### config.mk
export PLATFORM = sky130hd
export DESIGN_NAME = tocu_timer
export DESIGN_NICKNAME = d
export VERILOG_FILES = /design/src/design/tocu_pkg.sv /design/src/design/tocu_timer.sv
export SDC_FILE = /design/constraint.sdc
export NUM_CORES = 1
export LEC_CHECK = 0
export BUFFER_PORTS_ARGS = -buffer_cell sky130_fd_sc_hd__buf_2
export CELL_PAD_IN_SITES_DETAIL_PLACEMENT = 0
export CELL_PAD_IN_SITES_GLOBAL_PLACEMENT = 1
export CORE_MARGIN = 3
export CORE_UTILIZATION = 25
export DETAILED_ROUTE_END_ITERATION = 10
export PLACE_DENSITY_LB_ADDON = 0.1
export SETUP_SLACK_MARGIN = 0.5
export SYNTH_ARGS = -nofsm -noshare
export SYNTH_HDL_FRONTEND = slang
export SYNTH_SLANG_ARGS = --single-unit
### constraint.sdc
create_clock -name clk_sys -period 5.7 [get_ports clk_sys]
set_input_delay 0.57 -clock clk_sys [delete_from_list [all_inputs] [get_ports clk_sys]]
set_output_delay 0.57 -clock clk_sys [all_outputs]
set_load 0.01 [all_outputs]
### src/design/tocu_pkg.sv
// Package for the timer output compare unit: register map, field layout, codes
package tocu_pkg;

  // ----------------------------------------------------------------
  // Register offsets
  // ----------------------------------------------------------------
  localparam logic [2:0] OFF_MODE = 3'h0;
  localparam logic [2:0] OFF_ACTION = 3'h1;
  localparam logic [2:0] OFF_COUNTER = 3'h2;
  localparam logic [2:0] OFF_COMPARE_A = 3'h3;
  localparam logic [2:0] OFF_COMPARE_B = 3'h4;
  localparam logic [2:0] OFF_FLAGS = 3'h5;
  localparam logic [2:0] OFF_IRQ_EN = 3'h6;
  localparam logic [2:0] OFF_STATE = 3'h7;

  // ----------------------------------------------------------------
  // Field positions
  // ----------------------------------------------------------------
  localparam int MODE_WGM_LSB = 0;
  localparam int MODE_CS_LSB = 3;
  localparam int ACT_A_LSB = 0;
  localparam int ACT_B_LSB = 2;
  localparam int FORCE_A_BIT = 6;
  localparam int FORCE_B_BIT = 7;
  localparam int FLAG_OVF = 0;
  localparam int FLAG_A = 1;
  localparam int FLAG_B = 2;

  // ----------------------------------------------------------------
  // Count limits and reset values
  // ----------------------------------------------------------------
  localparam logic [7:0] CNT_BOTTOM = 8'h00;
  localparam logic [7:0] CNT_MAX = 8'hff;
  localparam logic [7:0] RST_BYTE = 8'h00;
  localparam logic [2:0] RST_FLAGS = 3'h0;

  // ----------------------------------------------------------------
  // Waveform modes and compare output actions
  // ----------------------------------------------------------------
  localparam logic [2:0] WGM_NORMAL = 3'h0;
  localparam logic [2:0] WGM_CLEAR_ON_MATCH = 3'h2;
  localparam logic [1:0] ACT_NONE = 2'h0;
  localparam logic [1:0] ACT_TOGGLE = 2'h1;
  localparam logic [1:0] ACT_CLEAR = 2'h2;
  localparam logic [1:0] ACT_SET = 2'h3;

  typedef enum logic [1:0] {
    KIND_PLAIN,
    KIND_FAST,
    KIND_PHASE
  } tocu_kind_t;

  // ----------------------------------------------------------------
  // Carriers
  // ----------------------------------------------------------------
  typedef struct packed {
    logic [2:0] addr;
    logic [7:0] wdata;
    logic we;
    logic re;
  } tocu_bus_req_t;

  typedef struct packed {
    logic out_a;
    logic out_b;
    logic dir_a;
    logic dir_b;
  } tocu_port_t;

  typedef struct packed {
    logic out_a;
    logic oe_a;
    logic out_b;
    logic oe_b;
  } tocu_pin_t;

endpackage

### src/design/tocu_timer.sv
// Output compare unit, counter and register port of an 8-bit timer
//
// Added by the designer: the placing of the registers and the address-and-strobe port.
`timescale 1ns/1ps
`default_nettype none

module tocu_timer (
  // Clock and reset
  input wire logic clk_sys,
  input wire logic rstn,
  // Timer tick from the prescaler, same clock domain
  input wire logic timer_tick,
  // Register port
  input wire tocu_pkg::tocu_bus_req_t bus_req,
  output logic [7:0] rdata,
  // Interrupt requests and service acknowledges, bit order ovf, a, b
  output logic [2:0] irq,
  input wire logic [2:0] irq_ack,
  // General port logic and compare pins
  input wire tocu_pkg::tocu_port_t port_in,
  output tocu_pkg::tocu_pin_t pin
);

  // ----------------------------------------------------------------
  // State
  // ----------------------------------------------------------------
  typedef struct packed {
    logic [7:0] cnt;
    logic down;
    logic [7:0] ocr_a;
    logic [7:0] ocr_b;
    logic [7:0] buf_a;
    logic [7:0] buf_b;
    logic [2:0] wgm;
    logic [2:0] cs;
    logic [1:0] com_a;
    logic [1:0] com_b;
    logic [2:0] flags;
    logic [2:0] irq_en;
    logic out_a;
    logic out_b;
    logic block;
    logic [7:0] rdata;
  } tocu_state_t;

  tocu_state_t st;
  tocu_state_t next_st;

  // ----------------------------------------------------------------
  // Waveform generator step for one unit
  // ----------------------------------------------------------------
  function automatic logic wave_next(input logic cur, input logic [1:0] com, input logic hit,
                                     input tocu_pkg::tocu_kind_t kind, input logic bottom_evt,
                                     input logic down, input logic toggle_ok);
    logic res;
    res = cur;
    if (com != tocu_pkg::ACT_NONE) begin
      unique case (kind)
        tocu_pkg::KIND_PLAIN: begin
          if (hit) begin
            res = (com == tocu_pkg::ACT_TOGGLE) ? ~cur : (com == tocu_pkg::ACT_SET);
          end
        end
        tocu_pkg::KIND_FAST: begin
          if (com == tocu_pkg::ACT_TOGGLE) begin
            res = (toggle_ok && hit) ? ~cur : cur;
          end else if (bottom_evt) begin
            res = (com == tocu_pkg::ACT_CLEAR);
          end else if (hit) begin
            res = (com == tocu_pkg::ACT_SET);
          end
        end
        tocu_pkg::KIND_PHASE: begin
          if (com == tocu_pkg::ACT_TOGGLE) begin
            res = (toggle_ok && hit) ? ~cur : cur;
          end else if (hit) begin
            res = (com == tocu_pkg::ACT_CLEAR) ? down : ~down;
          end
        end
        default: begin
          res = cur;
        end
      endcase
    end
    return res;
  endfunction

  // ----------------------------------------------------------------
  // Decode of mode, tick and matches
  // ----------------------------------------------------------------
  logic pwm;
  logic clear_on_match_mode;
  tocu_pkg::tocu_kind_t kind;
  logic [7:0] top;
  logic tick_en;
  logic match_a;
  logic match_b;
  logic hit_a;
  logic hit_b;
  logic wave_hit_a;
  logic wave_hit_b;
  logic at_top;
  logic fast_wrap;
  logic wr_mode;
  logic wr_action;
  logic wr_cnt;
  logic wr_cmp_a;
  logic wr_cmp_b;
  logic wr_flags;
  logic wr_irq_en;
  logic force_a;
  logic force_b;
  logic [1:0] new_com_a;
  logic [1:0] new_com_b;
  logic [2:0] flag_set;
  logic [2:0] flag_clr;
  logic [7:0] count_next;
  logic down_next;

  assign pwm = st.wgm[0];
  assign clear_on_match_mode = (st.wgm == tocu_pkg::WGM_CLEAR_ON_MATCH);
  assign kind = !pwm ? tocu_pkg::KIND_PLAIN :
                (st.wgm[1] ? tocu_pkg::KIND_FAST : tocu_pkg::KIND_PHASE);
  // Top is maximum, or compare A in clear-on-match and the upper PWM modes
  assign top = (st.wgm[2] || clear_on_match_mode) ? st.ocr_a : tocu_pkg::CNT_MAX;
  // Stopped clock source means no ticks at all
  assign tick_en = timer_tick && (st.cs != 3'h0);
  assign match_a = (st.cnt == st.ocr_a);
  assign match_b = (st.cnt == st.ocr_b);
  assign hit_a = tick_en && match_a && !st.block;
  assign hit_b = tick_en && match_b && !st.block;
  // A compare at maximum in fast PWM would cut a one-tick notch; skip it for a steady level
  assign wave_hit_a = (hit_a && !((kind == tocu_pkg::KIND_FAST) &&
                      (st.ocr_a == tocu_pkg::CNT_MAX))) || force_a;
  assign wave_hit_b = (hit_b && !((kind == tocu_pkg::KIND_FAST) &&
                      (st.ocr_b == tocu_pkg::CNT_MAX))) || force_b;
  assign at_top = (st.cnt == top);
  assign fast_wrap = tick_en && (kind == tocu_pkg::KIND_FAST) && at_top;

  assign wr_mode = bus_req.we && (bus_req.addr == tocu_pkg::OFF_MODE);
  assign wr_action = bus_req.we && (bus_req.addr == tocu_pkg::OFF_ACTION);
  assign wr_cnt = bus_req.we && (bus_req.addr == tocu_pkg::OFF_COUNTER);
  assign wr_cmp_a = bus_req.we && (bus_req.addr == tocu_pkg::OFF_COMPARE_A);
  assign wr_cmp_b = bus_req.we && (bus_req.addr == tocu_pkg::OFF_COMPARE_B);
  assign wr_flags = bus_req.we && (bus_req.addr == tocu_pkg::OFF_FLAGS);
  assign wr_irq_en = bus_req.we && (bus_req.addr == tocu_pkg::OFF_IRQ_EN);
  // Force strobes only act outside PWM modes
  assign force_a = wr_action && bus_req.wdata[tocu_pkg::FORCE_A_BIT] && !pwm;
  assign force_b = wr_action && bus_req.wdata[tocu_pkg::FORCE_B_BIT] && !pwm;
  // A force in the same write as new action bits uses the new ones
  assign new_com_a = force_a ? bus_req.wdata[tocu_pkg::ACT_A_LSB +: 2] : st.com_a;
  assign new_com_b = force_b ? bus_req.wdata[tocu_pkg::ACT_B_LSB +: 2] : st.com_b;

  // ----------------------------------------------------------------
  // Count sequence, from mode bits, compare A and count direction
  // ----------------------------------------------------------------
  always_comb begin
    count_next = 8'(st.cnt + 8'h01);
    down_next = 1'b0;
    unique case (kind)
      tocu_pkg::KIND_PLAIN: begin
        if (clear_on_match_mode && match_a) begin
          count_next = tocu_pkg::CNT_BOTTOM;
        end
      end
      tocu_pkg::KIND_FAST: begin
        if (at_top) begin
          count_next = tocu_pkg::CNT_BOTTOM;
        end
      end
      tocu_pkg::KIND_PHASE: begin
        down_next = st.down;
        if (!st.down && at_top) begin
          down_next = 1'b1;
          count_next = 8'(st.cnt - 8'h01);
        end else if (st.down && (st.cnt == tocu_pkg::CNT_BOTTOM)) begin
          down_next = 1'b0;
        end else if (st.down) begin
          count_next = 8'(st.cnt - 8'h01);
        end
      end
      default: begin
        count_next = st.cnt;
      end
    endcase
  end

  // ----------------------------------------------------------------
  // Flag sources
  // ----------------------------------------------------------------
  always_comb begin
    flag_set = 3'h0;
    flag_set[tocu_pkg::FLAG_A] = hit_a;
    flag_set[tocu_pkg::FLAG_B] = hit_b;
    unique case (kind)
      tocu_pkg::KIND_PLAIN: flag_set[tocu_pkg::FLAG_OVF] =
        tick_en && !wr_cnt && (st.cnt == tocu_pkg::CNT_MAX);
      tocu_pkg::KIND_FAST: flag_set[tocu_pkg::FLAG_OVF] = tick_en && !wr_cnt && at_top;
      tocu_pkg::KIND_PHASE: flag_set[tocu_pkg::FLAG_OVF] =
        tick_en && !wr_cnt && st.down && (st.cnt == tocu_pkg::CNT_BOTTOM);
      default: flag_set[tocu_pkg::FLAG_OVF] = 1'b0;
    endcase
    // Write-one clears from software and service acknowledges
    flag_clr = irq_ack | (wr_flags ? bus_req.wdata[2:0] : 3'h0);
  end

  // ----------------------------------------------------------------
  // Next state
  // ----------------------------------------------------------------
  always_comb begin
    next_st = st;
    next_st.rdata = tocu_pkg::RST_BYTE;

    // Counter: a processor write wins over counting
    if (wr_cnt) begin
      next_st.cnt = bus_req.wdata;
      next_st.block = 1'b1;
    end else if (tick_en) begin
      next_st.cnt = count_next;
      next_st.down = down_next;
      next_st.block = 1'b0;
    end

    // Buffer transfer at top in PWM modes
    if (tick_en && pwm && at_top) begin
      next_st.ocr_a = st.buf_a;
      next_st.ocr_b = st.buf_b;
    end
    if (wr_cmp_a) begin
      next_st.buf_a = bus_req.wdata;
      if (!pwm) begin
        next_st.ocr_a = bus_req.wdata;
      end
    end
    if (wr_cmp_b) begin
      next_st.buf_b = bus_req.wdata;
      if (!pwm) begin
        next_st.ocr_b = bus_req.wdata;
      end
    end

    // Control registers; mode change leaves output states alone
    if (wr_mode) begin
      next_st.wgm = bus_req.wdata[tocu_pkg::MODE_WGM_LSB +: 3];
      next_st.cs = bus_req.wdata[tocu_pkg::MODE_CS_LSB +: 3];
    end
    if (wr_action) begin
      next_st.com_a = bus_req.wdata[tocu_pkg::ACT_A_LSB +: 2];
      next_st.com_b = bus_req.wdata[tocu_pkg::ACT_B_LSB +: 2];
    end
    if (wr_irq_en) begin
      next_st.irq_en = bus_req.wdata[2:0];
    end

    // Set wins over a clear in the same cycle
    next_st.flags = (st.flags & ~flag_clr) | flag_set;

    // Waveform generator; action bits used are those standing at the match
    next_st.out_a = wave_next(st.out_a, new_com_a, wave_hit_a, kind, fast_wrap, st.down,
                              st.wgm[2]);
    next_st.out_b = wave_next(st.out_b, new_com_b, wave_hit_b, kind, fast_wrap, st.down,
                              1'b0);

    // Read data stands one cycle after the strobe
    if (bus_req.re) begin
      unique case (bus_req.addr)
        tocu_pkg::OFF_MODE: next_st.rdata = {2'h0, st.cs, st.wgm};
        tocu_pkg::OFF_ACTION: next_st.rdata = {4'h0, st.com_b, st.com_a};
        tocu_pkg::OFF_COUNTER: next_st.rdata = st.cnt;
        tocu_pkg::OFF_COMPARE_A: next_st.rdata = pwm ? st.buf_a : st.ocr_a;
        tocu_pkg::OFF_COMPARE_B: next_st.rdata = pwm ? st.buf_b : st.ocr_b;
        tocu_pkg::OFF_FLAGS: next_st.rdata = {5'h0, st.flags};
        tocu_pkg::OFF_IRQ_EN: next_st.rdata = {5'h0, st.irq_en};
        tocu_pkg::OFF_STATE: next_st.rdata = {5'h0, st.down, st.out_b, st.out_a};
      endcase
    end
  end

  always_ff @(posedge clk_sys or negedge rstn) begin
    if (!rstn) begin
      st <= '0;
    end else begin
      st <= next_st;
    end
  end

  // ----------------------------------------------------------------
  // Outputs
  // ----------------------------------------------------------------
  assign rdata = st.rdata;
  assign irq = st.flags & st.irq_en;
  // Port override follows action bits in any mode; direction stays with the port
  assign pin.out_a = (st.com_a != tocu_pkg::ACT_NONE) ? st.out_a : port_in.out_a;
  assign pin.out_b = (st.com_b != tocu_pkg::ACT_NONE) ? st.out_b : port_in.out_b;
  assign pin.oe_a = port_in.dir_a;
  assign pin.oe_b = port_in.dir_b;

  // ----------------------------------------------------------------
  // Assertions
  // ----------------------------------------------------------------
  a_flag_a_late: assert property (@(posedge clk_sys) disable iff (!rstn)
    (tick_en && match_a && !st.block) |=> st.flags[tocu_pkg::FLAG_A])
    else $error("compare flag a not set after match");

  a_flag_a_cause: assert property (@(posedge clk_sys) disable iff (!rstn)
    $rose(st.flags[tocu_pkg::FLAG_A]) |-> $past(tick_en && (st.cnt == st.ocr_a)))
    else $error("compare flag a rose without a match");

  a_write_block: assert property (@(posedge clk_sys) disable iff (!rstn)
    (st.block && tick_en) |=> !$rose(st.flags[tocu_pkg::FLAG_B]))
    else $error("match not blocked after counter write");

  a_flag_w1c: assert property (@(posedge clk_sys) disable iff (!rstn)
    (wr_flags && bus_req.wdata[tocu_pkg::FLAG_B] && !hit_b) |=> !st.flags[tocu_pkg::FLAG_B])
    else $error("write one did not clear flag b");

  a_ack_clear: assert property (@(posedge clk_sys) disable iff (!rstn)
    (irq_ack[tocu_pkg::FLAG_A] && !hit_a) |=> !irq[tocu_pkg::FLAG_A])
    else $error("serviced interrupt still pending");

  a_force_toggle: assert property (@(posedge clk_sys) disable iff (!rstn)
    (force_a && (new_com_a == tocu_pkg::ACT_TOGGLE) && !hit_a)
      |=> (st.out_a != $past(st.out_a)) && !$rose(st.flags[tocu_pkg::FLAG_A]))
    else $error("force strobe wrong on output a");

  a_action_none: assert property (@(posedge clk_sys) disable iff (!rstn)
    (st.com_b == tocu_pkg::ACT_NONE && !wr_action) |=> $stable(st.out_b))
    else $error("output b moved with no action");

  a_normal_wrap: assert property (@(posedge clk_sys) disable iff (!rstn)
    (st.wgm == tocu_pkg::WGM_NORMAL && tick_en && st.cnt == tocu_pkg::CNT_MAX && !wr_cnt)
      |=> (st.cnt == tocu_pkg::CNT_BOTTOM) && st.flags[tocu_pkg::FLAG_OVF])
    else $error("normal mode wrap or overflow flag wrong");

  a_cnt_write: assert property (@(posedge clk_sys) disable iff (!rstn)
    wr_cnt |=> (st.cnt == $past(bus_req.wdata)) ##1 (st.block || $past(tick_en)))
    else $error("counter write lost");

  a_stopped: assert property (@(posedge clk_sys) disable iff (!rstn)
    (st.cs == 3'h0 && !wr_cnt) |=> $stable(st.cnt))
    else $error("counter moved while stopped");

  a_buffered: assert property (@(posedge clk_sys) disable iff (!rstn)
    (pwm && wr_cmp_a && !(tick_en && at_top)) |=> $stable(st.ocr_a))
    else $error("pwm compare write bypassed buffer");

endmodule

`default_nettype wire

== After elaboration in Yosys (flattened, before gate mapping) ==
Index checks and enable logic that the tools add are counted.

* Flip-flop bits (word level): 68
* Bits of input ports: 23
* Output and inout port bits: 15
* Word-level logic and storage cells: 165

* $add $sub $neg: 2
* Equality and inequality tests: 31
* Muxes and demuxes: 50
* Bitwise gates (word level): 9
* Reductions and logical operators: 57

{| class="wikitable"
|+ Operators by type and width
! cell !! number
|-
| $mux W8 || 14
|-
| $pmux W8 S8 || 1
|-
| $logic_and A1 B1 Y1 || 33
|-
| $eq A8 B8 Y1 || 3
|-
| $eq A8 B8 Y1 const B || 3
|-
| $mux W1 || 24
|-
| $pmux W8 S3 || 1
|-
| $mux W16 || 1
|-
| $eq A3 B3 Y1 const B || 4
|-
| $eq A2 B2 Y1 const B || 5
|-
| $ne A2 B2 Y1 const B || 5
|-
| $reduce_bool A2 Y1 || 5
|-
| $eq A3 B2 Y1 const B || 3
|-
| $mux W9 || 1
|-
| $ne A3 B3 Y1 const B || 3
|-
| $pmux W1 S3 || 3
|-
| $add A8 B1 Y8 const B || 1
|-
| $logic_not A8 Y1 || 1
|-
| $mux W2 || 4
|-
| $sub A8 B1 Y8 const B || 1
|-
| $reduce_and A7 Y1 || 1
|-
| $and A3 B3 Y3 || 2
|-
| $eq A2 B1 Y1 const B || 3
|-
| $logic_not A1 Y1 || 6
|-
| other kinds (14) || 21
|}

== Depth between registers and ports, before layout ==
Gate-level depths: netlist of run 1.

* Depth after elaboration: 11
* Depth in mapped cells: 10
* Gate-level depth less buffers: 9

== Worst setup path before layout of run 1 ==
No wires, ideal clock.

* Path type: flip-flop to flip-flop
* From: register st[63] (netlist bit)
* To: register st[62] (netlist bit)
* Arrival: 2280 ps
* Slack: 3289 ps
* Stages on the path, launching flop included: 8
* Buffers on the path: 1
* Period minus slack after synthesis: 2411 ps
* Cell sequence: dfrtp_1 buf_6 or4_4 or4_4 nand3_2 o21ai_0 and4_1 or3_1

* Longest elaborated chain between the ends: 7

{| class="wikitable"
|+ RTL lines
! item !! line !! text
|-
| start: declaration || tocu_timer.sv:46 || <nowiki>tocu_state_t st;</nowiki>
|-
| start signal: assignment || tocu_timer.sv:283 || <nowiki>st <= next_st;</nowiki>
|-
| $logic_not A8 Y1 || tocu_timer.sv:176 || <nowiki>end else if (st.down && (st.cnt == tocu_pkg::CNT_BOTTOM)) begin</nowiki>
|-
| $logic_and A1 B1 Y1 || tocu_timer.sv:176 ||
|-
| $mux W8 || tocu_timer.sv:176 ||
|-
| $mux W8 || tocu_timer.sv:173 || <nowiki>if (!st.down && at_top) begin</nowiki>
|-
| $pmux W8 S3 (*) || tocu_timer.sv:160 || <nowiki>unique case (kind)</nowiki>
|-
| $mux W9 (*) || tocu_timer.sv:218 || <nowiki>end else if (tick_en) begin</nowiki>
|-
| $mux W8 (*) || tocu_timer.sv:215 || <nowiki>if (wr_cnt) begin</nowiki>
|}

Every way passes the cells marked *; elsewhere a longest branch is shown, timed or not. The select of a mux whose other input is x is not followed.
A chain may end at the register's enable or synchronous reset.

== Worst setup path after layout of run 1 ==
* From: register st[60] (netlist bit)
* To: register st[62] (netlist bit)

* Longest elaborated chain between the ends: 7

{| class="wikitable"
|+ RTL lines
! item !! line !! text
|-
| $add A8 B1 Y8 (tied with other cells) || tocu_timer.sv:158 || <nowiki>count_next = 8'(st.cnt + 8'h01);</nowiki>
|-
| $mux W8 / $logic_and A1 B1 Y1 (equally long branches) || tocu_timer.sv:178, tocu_timer.sv:176 ||
|-
| $mux W8 || tocu_timer.sv:176 ||
|-
| $mux W8 || tocu_timer.sv:173 ||
|-
| $pmux W8 S3 (*) || tocu_timer.sv:160 ||
|-
| $mux W9 (*) || tocu_timer.sv:218 ||
|-
| $mux W8 (*) || tocu_timer.sv:215 ||
|}

Marked as above.

==> metrics, run 1 <==
result of the run=finished, final reports clean; worst min-delay path category=primary input to async pin; antenna violations before repair=0; first-pass detailed-route iteration total=5; final WL=16.1 mm; Seq/Total Area, Yosys=38.2%; Initial DRC Count=364; Layout area overhead=12.6%; Worst EP required=5.92 ns; largest net degree at the start of global routing=69; Sink Count=68; Critical Path AT=3.45 ns; CP top delay family=compound AO/OA/AOI/OAI gates; Largest stage delay, worst path=0.66 ns; Yosys warning total=0; worst r2r dst=st[62]$_DFFE_PN0P_; FF-to-FF Start=st[60]$_DFFE_PN0P_; worst path bufs/invs=0; Worst-Skew Late Latency=0.35 ns; CTS tree=built; Die Span X=139 um; total gr overflow=0; crit path from=st[60]$_DFFE_PN0P_; Mean Syn Cell Area=9.43 um2; Lkg Pwr=2.12 nW; RSZ-0062 raised after global routing=no; end point of the critical path=st[62]$_DFFE_PN0P_; Critical Path End Type=flip-flop; max-cap check violation count=0; FP Rows=48; cts hold-fix bufs=0; post-layout minimum cycle time=3.23 ns; Max clock buf depth=2; EDFF count, synth=0; Setup TNS Final=0 ns; GPL Wtd Cong=0.889; CTS Root Cell=clkbuf_16; cells after synthesis=472; CP startpoint kind=flip-flop; final HPWL from detailed placement=11.4 mm; area of the multi-input gates=2470 um2; Worst Max-Slew Pin Slew=1.16 ns; crit-path cells=nand2b_1, o2111ai_1, nor4_1, o21ai_1, o211ai_1, a211oi_1, or3_1; sequential cell area=1700 um2; Placed Cells incl. Taps=691; ys flop type=dfrtp_1; VDD IR max=162 uV; final core area utilization=28.9%; Core ar.=17400 um2; Initial Util=25.6%; Hold Vio Cnt, Final=0; Post-CTS Setup Bufs=0; Slew Viols, Final=0; synthesized cell area=4450 um2; I/O pins=38; Cell Count, Final, Fillers Out=708; CP Class=flip-flop to flip-flop; share of cells above drive strength 1=20.5%; DR WL/cell=22.7 um; FFs w/ async S/R, synth=100%; FF-to-FF path depth=7; Peak Freq=0.309 GHz; vias in the first global route=3823; DR DRC count=0; die area=19400 um2; vias=3726; global-route wire length before repair=25.0 mm; fillcell total=1867; final setup fails=0; Final #Nets=503; antenna viol nets, final=0; Rel. slew slack=21.9%; Clk pin slew, worst setup/hold paths=0.06 ns; vias per cell=5.26; htree depth=3; CTS buffer count=9; fin crit share=56.7%; Die Ht=139 um; Yosys cell types=65; Crit Path Max Fanout=13; #FFs+latches synth=68; post-synth net total=498; I/O Buffers=33; Tot GR Track Use=17.0%; power density cells=384 nW/um2; Crit. path cell count=7; Reg2Reg Setup Slack=2.47 ns; slowest stage cell, crit path=nor4_1; clk_skew=0.00954 ns; post-CTS sizing=0
cell usage in the layout, fill, tap and decap left out, types with 3 or more instances in the layout:
cell        n
or3_1       5
mux2i_1    26
a21oi_1    28
a222oi_1    3
ha_1        3
o211ai_1    8
nand2b_1   15
nor2b_1    10
clkbuf_16   9
buf_2      32
and3_1      3
nand3b_1    6
and2_1      6
nand2_1    24
dfrtp_1    68
nor3_1      4
xnor2_1     8
a221oi_1    5
buf_4       4
nor2_1     41
a211oi_1    6
inv_1      11
nor4_1      4
o2111ai_1   3
a31oi_1     4
o21ai_0    27
mux2_2     36
xor2_1      5
a22oi_1     9
nand4_1    10
nand3_1     7
logic make-up (layout without fill, tap and decap cells):
kind of cell | Yosys count | after routing | synth area share [%]
AO/OA/AOI/OAI | 122 | 122 | 18.8
XOR/XNOR | 13 | 13 | 2.56
adder cells (fa/ha/maj) | 3 | 3 | 0.844
buffers and inverters | 54 | 64 | 6.27
flip-flops | 68 | 68 | 38.2
multiplexers | 62 | 62 | 15.0
other | 0 | 1 | 0
AND/OR/NAND/NOR | 150 | 150 | 18.3
registers in the layout, indices dropped and copies added (netlist names):
register	count
pwm	1
rdata	8
st	59
synth_stat cells, types with 3 or more instances:
library cell / number / area share (%)
a222oi_1: 3 / 0.67
buf_4: 11 / 1.9
o211ai_1: 8 / 1.3
nor4_1: 4 / 0.56
or3_1: 5 / 0.70
nor2b_1: 10 / 1.4
mux2i_1: 26 / 5.8
nand3_1: 7 / 0.79
nand2b_1: 15 / 2.1
mux2_2: 36 / 9.1
ha_1: 3 / 0.84
nand2_1: 24 / 2.0
a31oi_1: 4 / 0.56
clkbuf_1: 18 / 1.5
a211oi_1: 6 / 1.0
inv_1: 11 / 0.93
and2_1: 6 / 0.84
nor2_1: 41 / 3.5
o21ai_0: 27 / 3.0
nor3_1: 4 / 0.45
xnor2_1: 8 / 1.6
o2111ai_1: 4 / 0.79
and3_1: 3 / 0.42
a221oi_1: 5 / 0.98
nand3b_1: 6 / 1.0
dfrtp_1: 68 / 38
nand4_1: 10 / 1.4
a22oi_1: 9 / 1.5
a21oi_1: 28 / 3.1
buf_6: 3 / 0.76
xor2_1: 5 / 0.98
buf_2: 8 / 0.90
metrics by stage:
| stage | area [um2] | setup slack, ns | hold slack, ns | total power [W] |
|---|---|---|---|---|
| after floorplan | 4450 | 3.29 | 0.274 | 0.00113 |
| after global placement | 4700 | 2.56 | 0.464 | 0.00134 |
| after detailed placement | 4700 | 2.41 | 0.475 | 0.00133 |
| after CTS | 5010 | 2.53 | 0.420 | 0.00194 |
| after global routing | 5010 | 2.20 | 0.453 | 0.00204 |
| final | 5010 | 2.47 | 0.368 | 0.00192 |
how the worst min path moves through the flow:
stage                            startpoint                 end  depth (start not counted)
after global routing                   rstn     pwm$_DFFE_PN0P_                          1
final                                  rstn  st[60]$_DFFE_PN0P_                          1
after global placement    st[8]$_DFFE_PN0P_   st[8]$_DFFE_PN0P_                          1
after detailed placement  st[8]$_DFFE_PN0P_   st[8]$_DFFE_PN0P_                          1
after floorplan                        rstn     pwm$_DFFE_PN0P_                          0
after CTS                              rstn  st[61]$_DFFE_PN0P_                          1
final cells by class:
type	count	area share [%]
multi-input combinational	350	49.4
sequential	68	34.0
tap	225	5.62
clock buffer	11	5.04
timing repair buffer	36	3.80
clock inverter	5	1.20
inverter	12	0.949
antenna	1	0.0499
where the power goes:
part | internal [W] | total, W | leakage, nW | switching, W
clock network | 0.000364 | 0.000597 | 0.152 | 0.000234
registers | 0.000583 | 0.000785 | 0.830 | 0.000201
logic | 0.000246 | 0.000541 | 1.14 | 0.000295
routing by layer:
metal  routed length [um]  track usage [%]  share of wire, %  vias up
met2                 7290             25.9                45       91
met3                  571             4.16               3.6       17
met1                 7950             24.0                49     1867
met4                  265             4.38               1.6        0
met5                    0                0                 0        -
li1                     -                -                 -     1751
Power figures use the tool's default switching activity.
==> inputs of run 2 (changes only) <==
- clock period: 5.7 -> 2.8 ns (I/O delays scaled with it)
==> run 2 against run 1 <==
Compared with the run above: die area unchanged; total power up 120%; final area up 9.8%; worst hold slack worse by 0.30 ns; utilization up 2.8 points; critical path depth up 2; register-to-register slack worse by 2.1 ns; sequential power up 86%; non-clock buffer count up 44; largest cell class unchanged; clock power up 120%; critical endpoint is now st[63]$_DFFE_PN0P_; via count up 5.6%; first-iteration DRC count down 21%.
==> metrics, run 2 (synthesized netlist as in run 1, its figures left out) <==
Worst Max-Slew Pin Slew=0.948 ns (-0.208 ns); Die Ht=139 um (unchanged); RSZ-0062 raised after global routing=yes; Hold Vio Cnt, Final=0 (unchanged); fin crit share=87.8% (+31 points); DR WL/cell=22.1 um (-2.5%); Initial DRC Count=289 (-21%); Die Span X=139 um (unchanged); result of the run=finished, final reports clean; I/O pins=38 (unchanged); Total Power=0.00432 W (+120%); power density cells=785 nW/um2 (+100%); die area=19400 um2 (unchanged); vias per cell=5.24 (-0.44%); Lkg Pwr=2.37 nW (+12%); FF-to-FF Start=st[60]$_DFFE_PN0P_; CP Class=flip-flop to flip-flop; Final Cell Area=5500 um2 (+9.8%); Antenna Cells=0 (-1); Clk pin slew, worst setup/hold paths=0.06 ns (about the same); Crit Path Max Fanout=5 (-8); Slew Viols, Final=0 (unchanged); antenna violations before repair=0 (unchanged); Final #Nets=547 (+8.7%); Peak Freq=0.407 GHz (+31%); CTS Root Cell=clkbuf_16; Worst EP required=3.04 ns (-2.88 ns); final WL=16.6 mm (+3.4%); VDD IR max=344 uV (+110%); final setup fails=0 (unchanged); GPL Wtd Cong=0.896 (+0.75%); Largest register FFs=59 (unchanged); share of cells above drive strength 1=30.2% (+9.7 points); total gr overflow=0 (unchanged); Core ar.=17400 um2 (unchanged); htree depth=3 (unchanged); antenna viol nets, final=0 (unchanged); Critical Path AT=2.70 ns (-0.75 ns); largest net degree at the start of global routing=69 (unchanged); clk_skew=0.00867 ns (-0.000869 ns); max-cap check violation count=0 (unchanged); Max clock buf depth=2 (unchanged); FP Rows=48 (unchanged); FF-to-FF path depth=9 (+2); worst min-delay path category=primary input to async pin; CTS buffer count=9 (unchanged); CTS tree=built; Cell Area, Placed=4880 um2 (+4.0%); Worst-Skew Late Latency=0.35 ns (about the same); post-layout minimum cycle time=2.46 ns (-0.773 ns); Sink Count=68 (unchanged); CP startpoint kind=flip-flop; Layout area overhead=23.6%; Critical Path End Type=flip-flop; Rel. slew slack=36.8% (+15 points); global-route wire length before repair=25.5 mm (+1.8%); worst r2r dst=st[63]$_DFFE_PN0P_; I/O Buffers=33 (unchanged); most common cell after layout, fill and taps aside=dfrtp_1; vias=3935 (+5.6%); vias in the first global route=4035 (+5.5%); cts hold-fix bufs=0 (unchanged); Reg2Reg Setup Slack=0.34 ns (-2.13 ns); first-pass detailed-route iteration total=6 (+1); DR DRC count=0 (unchanged); most flop-heavy register=st; Initial Util=25.6% (unchanged); commonest non-fill, non-tap cells in the layout=63 x dfrtp_1, 48 x buf_4, 40 x nor2_1; Setup TNS Final=0 ns (unchanged); Tot GR Track Use=17.3% (+0.40 points); final HPWL from detailed placement=11.7 mm (+3.0%)
-- run 2: how the worst max path moves through the flow --
| stage | startpoint | to | slack [ns] | depth (start not counted) |
|---|---|---|---|---|
| after floorplan | st[61]$_DFFE_PN0P_ | st[62]$_DFFE_PN0P_ | 0.47 | 8 |
| after detailed placement | st[63]$_DFFE_PN0P_ | st[62]$_DFFE_PN0P_ | 0.11 | 7 |
| after global routing | st[60]$_DFFE_PN0P_ | st[62]$_DFFE_PN0P_ | 0.25 | 9 |
| after CTS | st[56]$_DFF_PN0_ | st[10]$_DFFE_PN0P_ | 0.37 | 8 |
| final | st[60]$_DFFE_PN0P_ | st[63]$_DFFE_PN0P_ | 0.34 | 9 |
| after global placement | st[63]$_DFFE_PN0P_ | st[64]$_DFFE_PN0P_ | 0.17 | 7 |
-- run 2: per-stage QoR --
step | util [%] | setup slack [ns] | instances | hold WS, ns
final | 31.7 | 0.341 | 751 | 0.0722
after global routing | 31.7 | 0.250 | 751 | 0.168
after CTS | 31.6 | 0.367 | 749 | 0.123
after detailed placement | 28.1 | 0.114 | 715 | 0.473
after global placement | 28.1 | 0.170 | 715 | 0.465
after floorplan | - | 0.468 | 472 | -0.0156
-- run 2: routing by layer --
layer	global-route usage, %	routed length (um)	vias up
li1	-	-	1833
met1	25.2	8230	1978
met2	26.0	7370	106
met3	3.99	701	18
met4	4.48	323	0
met5	0	0	-
-- run 2: area by class of cell --
type,count,area (um2)
multi-input cells,350,2610
inverters,12,47.5
clock inverters,5,83.8
fillers,1829,11900
clock buffers,11,253
well taps,225,282
repair buffers,80,520
flip-flops and latches,68,1710
-- run 2: where the power goes --
part	switching [W]	internal (W)	total, W	leakage [nW]
Clock	0.000473	0.000830	0.00130	0.158
Combinational	0.000870	0.000684	0.00155	1.39
Sequential	0.000263	0.00120	0.00146	0.823
-- run 2: worst max-delay path, cell delays in order, from the launching register on --
cell and delay (ns):
dfrtp_1 0.40, buf_4 0.17, nand2b_1 0.11, o2111ai_4 0.21, nor4_2 0.40, buf_4 0.21, o21a_2 0.19, o21ai_0 0.13
a31o_1 0.25, a221o_1 0.28
-- run 2: timing repair --
item                       CTS  global route
pin swaps                   13             2
setup buffers               18             2
setup endpoints to repair   26            25
gates resized for setup     25             2
==> inputs of run 3 (changes only) <==
- REMOVE_ABC_BUFFERS: unset -> 1
==> run 3 against run 2 <==
Compared with the run above: final area barely moved; combinational power about the same; count of clock-buffer cells in the layout fell by 1; final cell count grew 0.13%; utilization hardly changed; register-to-register slack lost 0.02 ns; maximum frequency fell by 0.78%; clock power fell by 9%; clock skew hardly changed; global-route usage rose by 0.15 points; critical path type unchanged.
==> metrics, run 3 (synthesized netlist as in run 1, its figures left out) <==
result of the run=finished, final reports clean; Layout area overhead=23.7% (about the same); Worst EP required=3.02 ns (-0.02 ns); CTS tree=built; Largest register FFs=59 (unchanged); Tot GR Track Use=17.5% (+0.15 points); Final #Nets=548 (+0.18%); cts hold-fix bufs=0 (unchanged); Die Span X=139 um (unchanged); vias=3955 (+0.51%); Peak Freq=0.403 GHz (-0.78%); WHS=0.0786 ns (+0.00640 ns); worst r2r dst=st[62]$_DFFE_PN0P_; CTS Root Cell=clkbuf_16; FP Rows=48 (unchanged); Initial Util=25.6% (unchanged); Worst-Skew Late Latency=0.34 ns (about the same); final WL=16.9 mm (+1.9%); Clock Power Share=28.1% (-2.1 points); Critical Path End Type=flip-flop; GPL Wtd Cong=0.851 (-5.0%); final core area utilization=31.7% (about the same); Cell Int Power=0.00258 W (-4.7%); share of cells above drive strength 1=32.1% (+1.8 points); Clk pin slew, worst setup/hold paths=0.06 ns (about the same); vias per cell=5.26 (+0.37%); commonest non-fill, non-tap cells in the layout=62 x dfrtp_1, 45 x buf_4, 40 x nor2_1; antenna viol nets, final=0 (unchanged); FF-to-FF path depth=8 (-1); I/O Buffers=33 (unchanged); first-pass detailed-route iteration total=5 (-1); antenna violations before repair=0 (unchanged); DR DRC count=0 (unchanged); DR WL/cell=22.5 um (+1.8%); vias in the first global route=3968 (-1.7%); Placed Cells incl. Taps=721 (+0.84%); post-layout minimum cycle time=2.48 ns (+0.0193 ns); Combinational Power Share=37.0% (+1.0 points); Lkg Pwr=2.37 nW (about the same); CP Class=flip-flop to flip-flop; NetSw=0.00159 W (-0.76%); die area=19400 um2 (unchanged); Rel. slew slack=35.7% (-1.1 points); Sink Count=68 (unchanged); final HPWL from detailed placement=12.1 mm (+3.3%); Setup TNS Final=0 ns (unchanged); Reg2Reg Setup Slack=0.32 ns (-0.02 ns); Crit Path Max Fanout=7 (+2); FF-to-FF Start=st[64]$_DFFE_PN0P_; VDD IR max=337 uV (-2.2%); end point of the critical path=st[62]$_DFFE_PN0P_; Worst Max-Slew Pin Slew=0.964 ns (+0.0161 ns); switching portion of total power=38.2% (+0.96 points); worst min-delay path category=primary input to async pin; Cell Count, Final, Fillers Out=752 (+0.13%); crit path from=st[64]$_DFFE_PN0P_; I/O pins=38 (unchanged); most flop-heavy register=st; Initial DRC Count=229 (-21%); CTS buffer count=9 (unchanged); Die Ht=139 um (unchanged); Slew Viols, Final=0 (unchanged); fin crit share=88.5% (+0.69 points); htree depth=3 (unchanged); power density cells=759 nW/um2 (-3.3%); max-cap check violation count=0 (unchanged); global-route wire length before repair=26.0 mm (+2.0%); Max clock buf depth=2 (unchanged); RSZ-0062 raised after global routing=yes; CP startpoint kind=flip-flop; Critical Path AT=2.70 ns (about the same); Total Power=0.00418 W (-3.2%); clk_skew=0.00865 ns (-0.0000189 ns); Antenna Cells=0 (unchanged); total gr overflow=0 (unchanged); largest net degree at the start of global routing=69 (unchanged); Seq pwr share=34.9% (+1.1 points); most common cell after layout, fill and taps aside=dfrtp_1; Core ar.=17400 um2 (unchanged); final setup fails=0 (unchanged); Hold Vio Cnt, Final=0 (unchanged)
-- run 3: metrics by stage --
stage	setup WS, ns	instance area [um2]
2_1_floorplan	-0.711	4220
3_3_place_gp	0.139	4920
3_5_place_dp	0.209	4920
4_1_cts	0.351	5370
5_1_grt	0.217	5500
6_report	0.321	5500
-- run 3: area by class of cell --
cell class	instances	area [um2]
well taps	225	282
fillers	1847	11900
multi-input cells	351	2640
flip-flops and latches	68	1710
clock inverters	6	63.8
clock buffers	10	229
repair buffers	80	536
inverters	12	47.5
-- run 3: how the worst min path moves through the flow --
stage	startpoint	endpoint	slack [ns]	cells past startpoint
2_1_floorplan	rstn	pwm$_DFFE_PN0P_	-0.02	0
3_3_place_gp	st[8]$_DFFE_PN0P_	st[8]$_DFFE_PN0P_	0.46	1
3_5_place_dp	st[8]$_DFFE_PN0P_	st[8]$_DFFE_PN0P_	0.47	1
4_1_cts	rstn	pwm$_DFFE_PN0P_	0.13	1
5_1_grt	rstn	pwm$_DFFE_PN0P_	0.17	1
6_report	rstn	pwm$_DFFE_PN0P_	0.08	1
-- run 3: worst max-delay path, stage by stage (launching register included) --
cell       delay, ns
dfrtp_2         0.42
buf_4           0.18
nand2b_4        0.08
o2111ai_4       0.16
o41ai_4         0.44
o32ai_4         0.17
or3_4           0.37
and4_1          0.19
or3_1           0.34
-- run 3: power by group through the flow --
stage          clock (W)  combinational (W)  sequential, W
5_1_grt          0.00125            0.00168        0.00149
3_3_place_gp           0            0.00136        0.00146
2_1_floorplan          0           0.000757        0.00146
3_5_place_dp           0            0.00133        0.00147
6_report         0.00118            0.00154        0.00146
4_1_cts          0.00121            0.00145        0.00145
-- run 3: routing by layer --
layer  share of wire, %  up-vias  global-route usage, %
li1                   -     1837                      -
met1                 47     2018                   24.4
met2                 48       87                   28.5
met3                3.7       13                   3.71
met4                1.1        0                   2.99
met5                  0        -                      0
-- run 3: repair_timing --
item	4_1_cts	5_1_grt
setup buffers	9	5
endpoints found under the setup margin	26	26
cloned	1	0
pin swaps	7	6
gates resized for setup	23	22
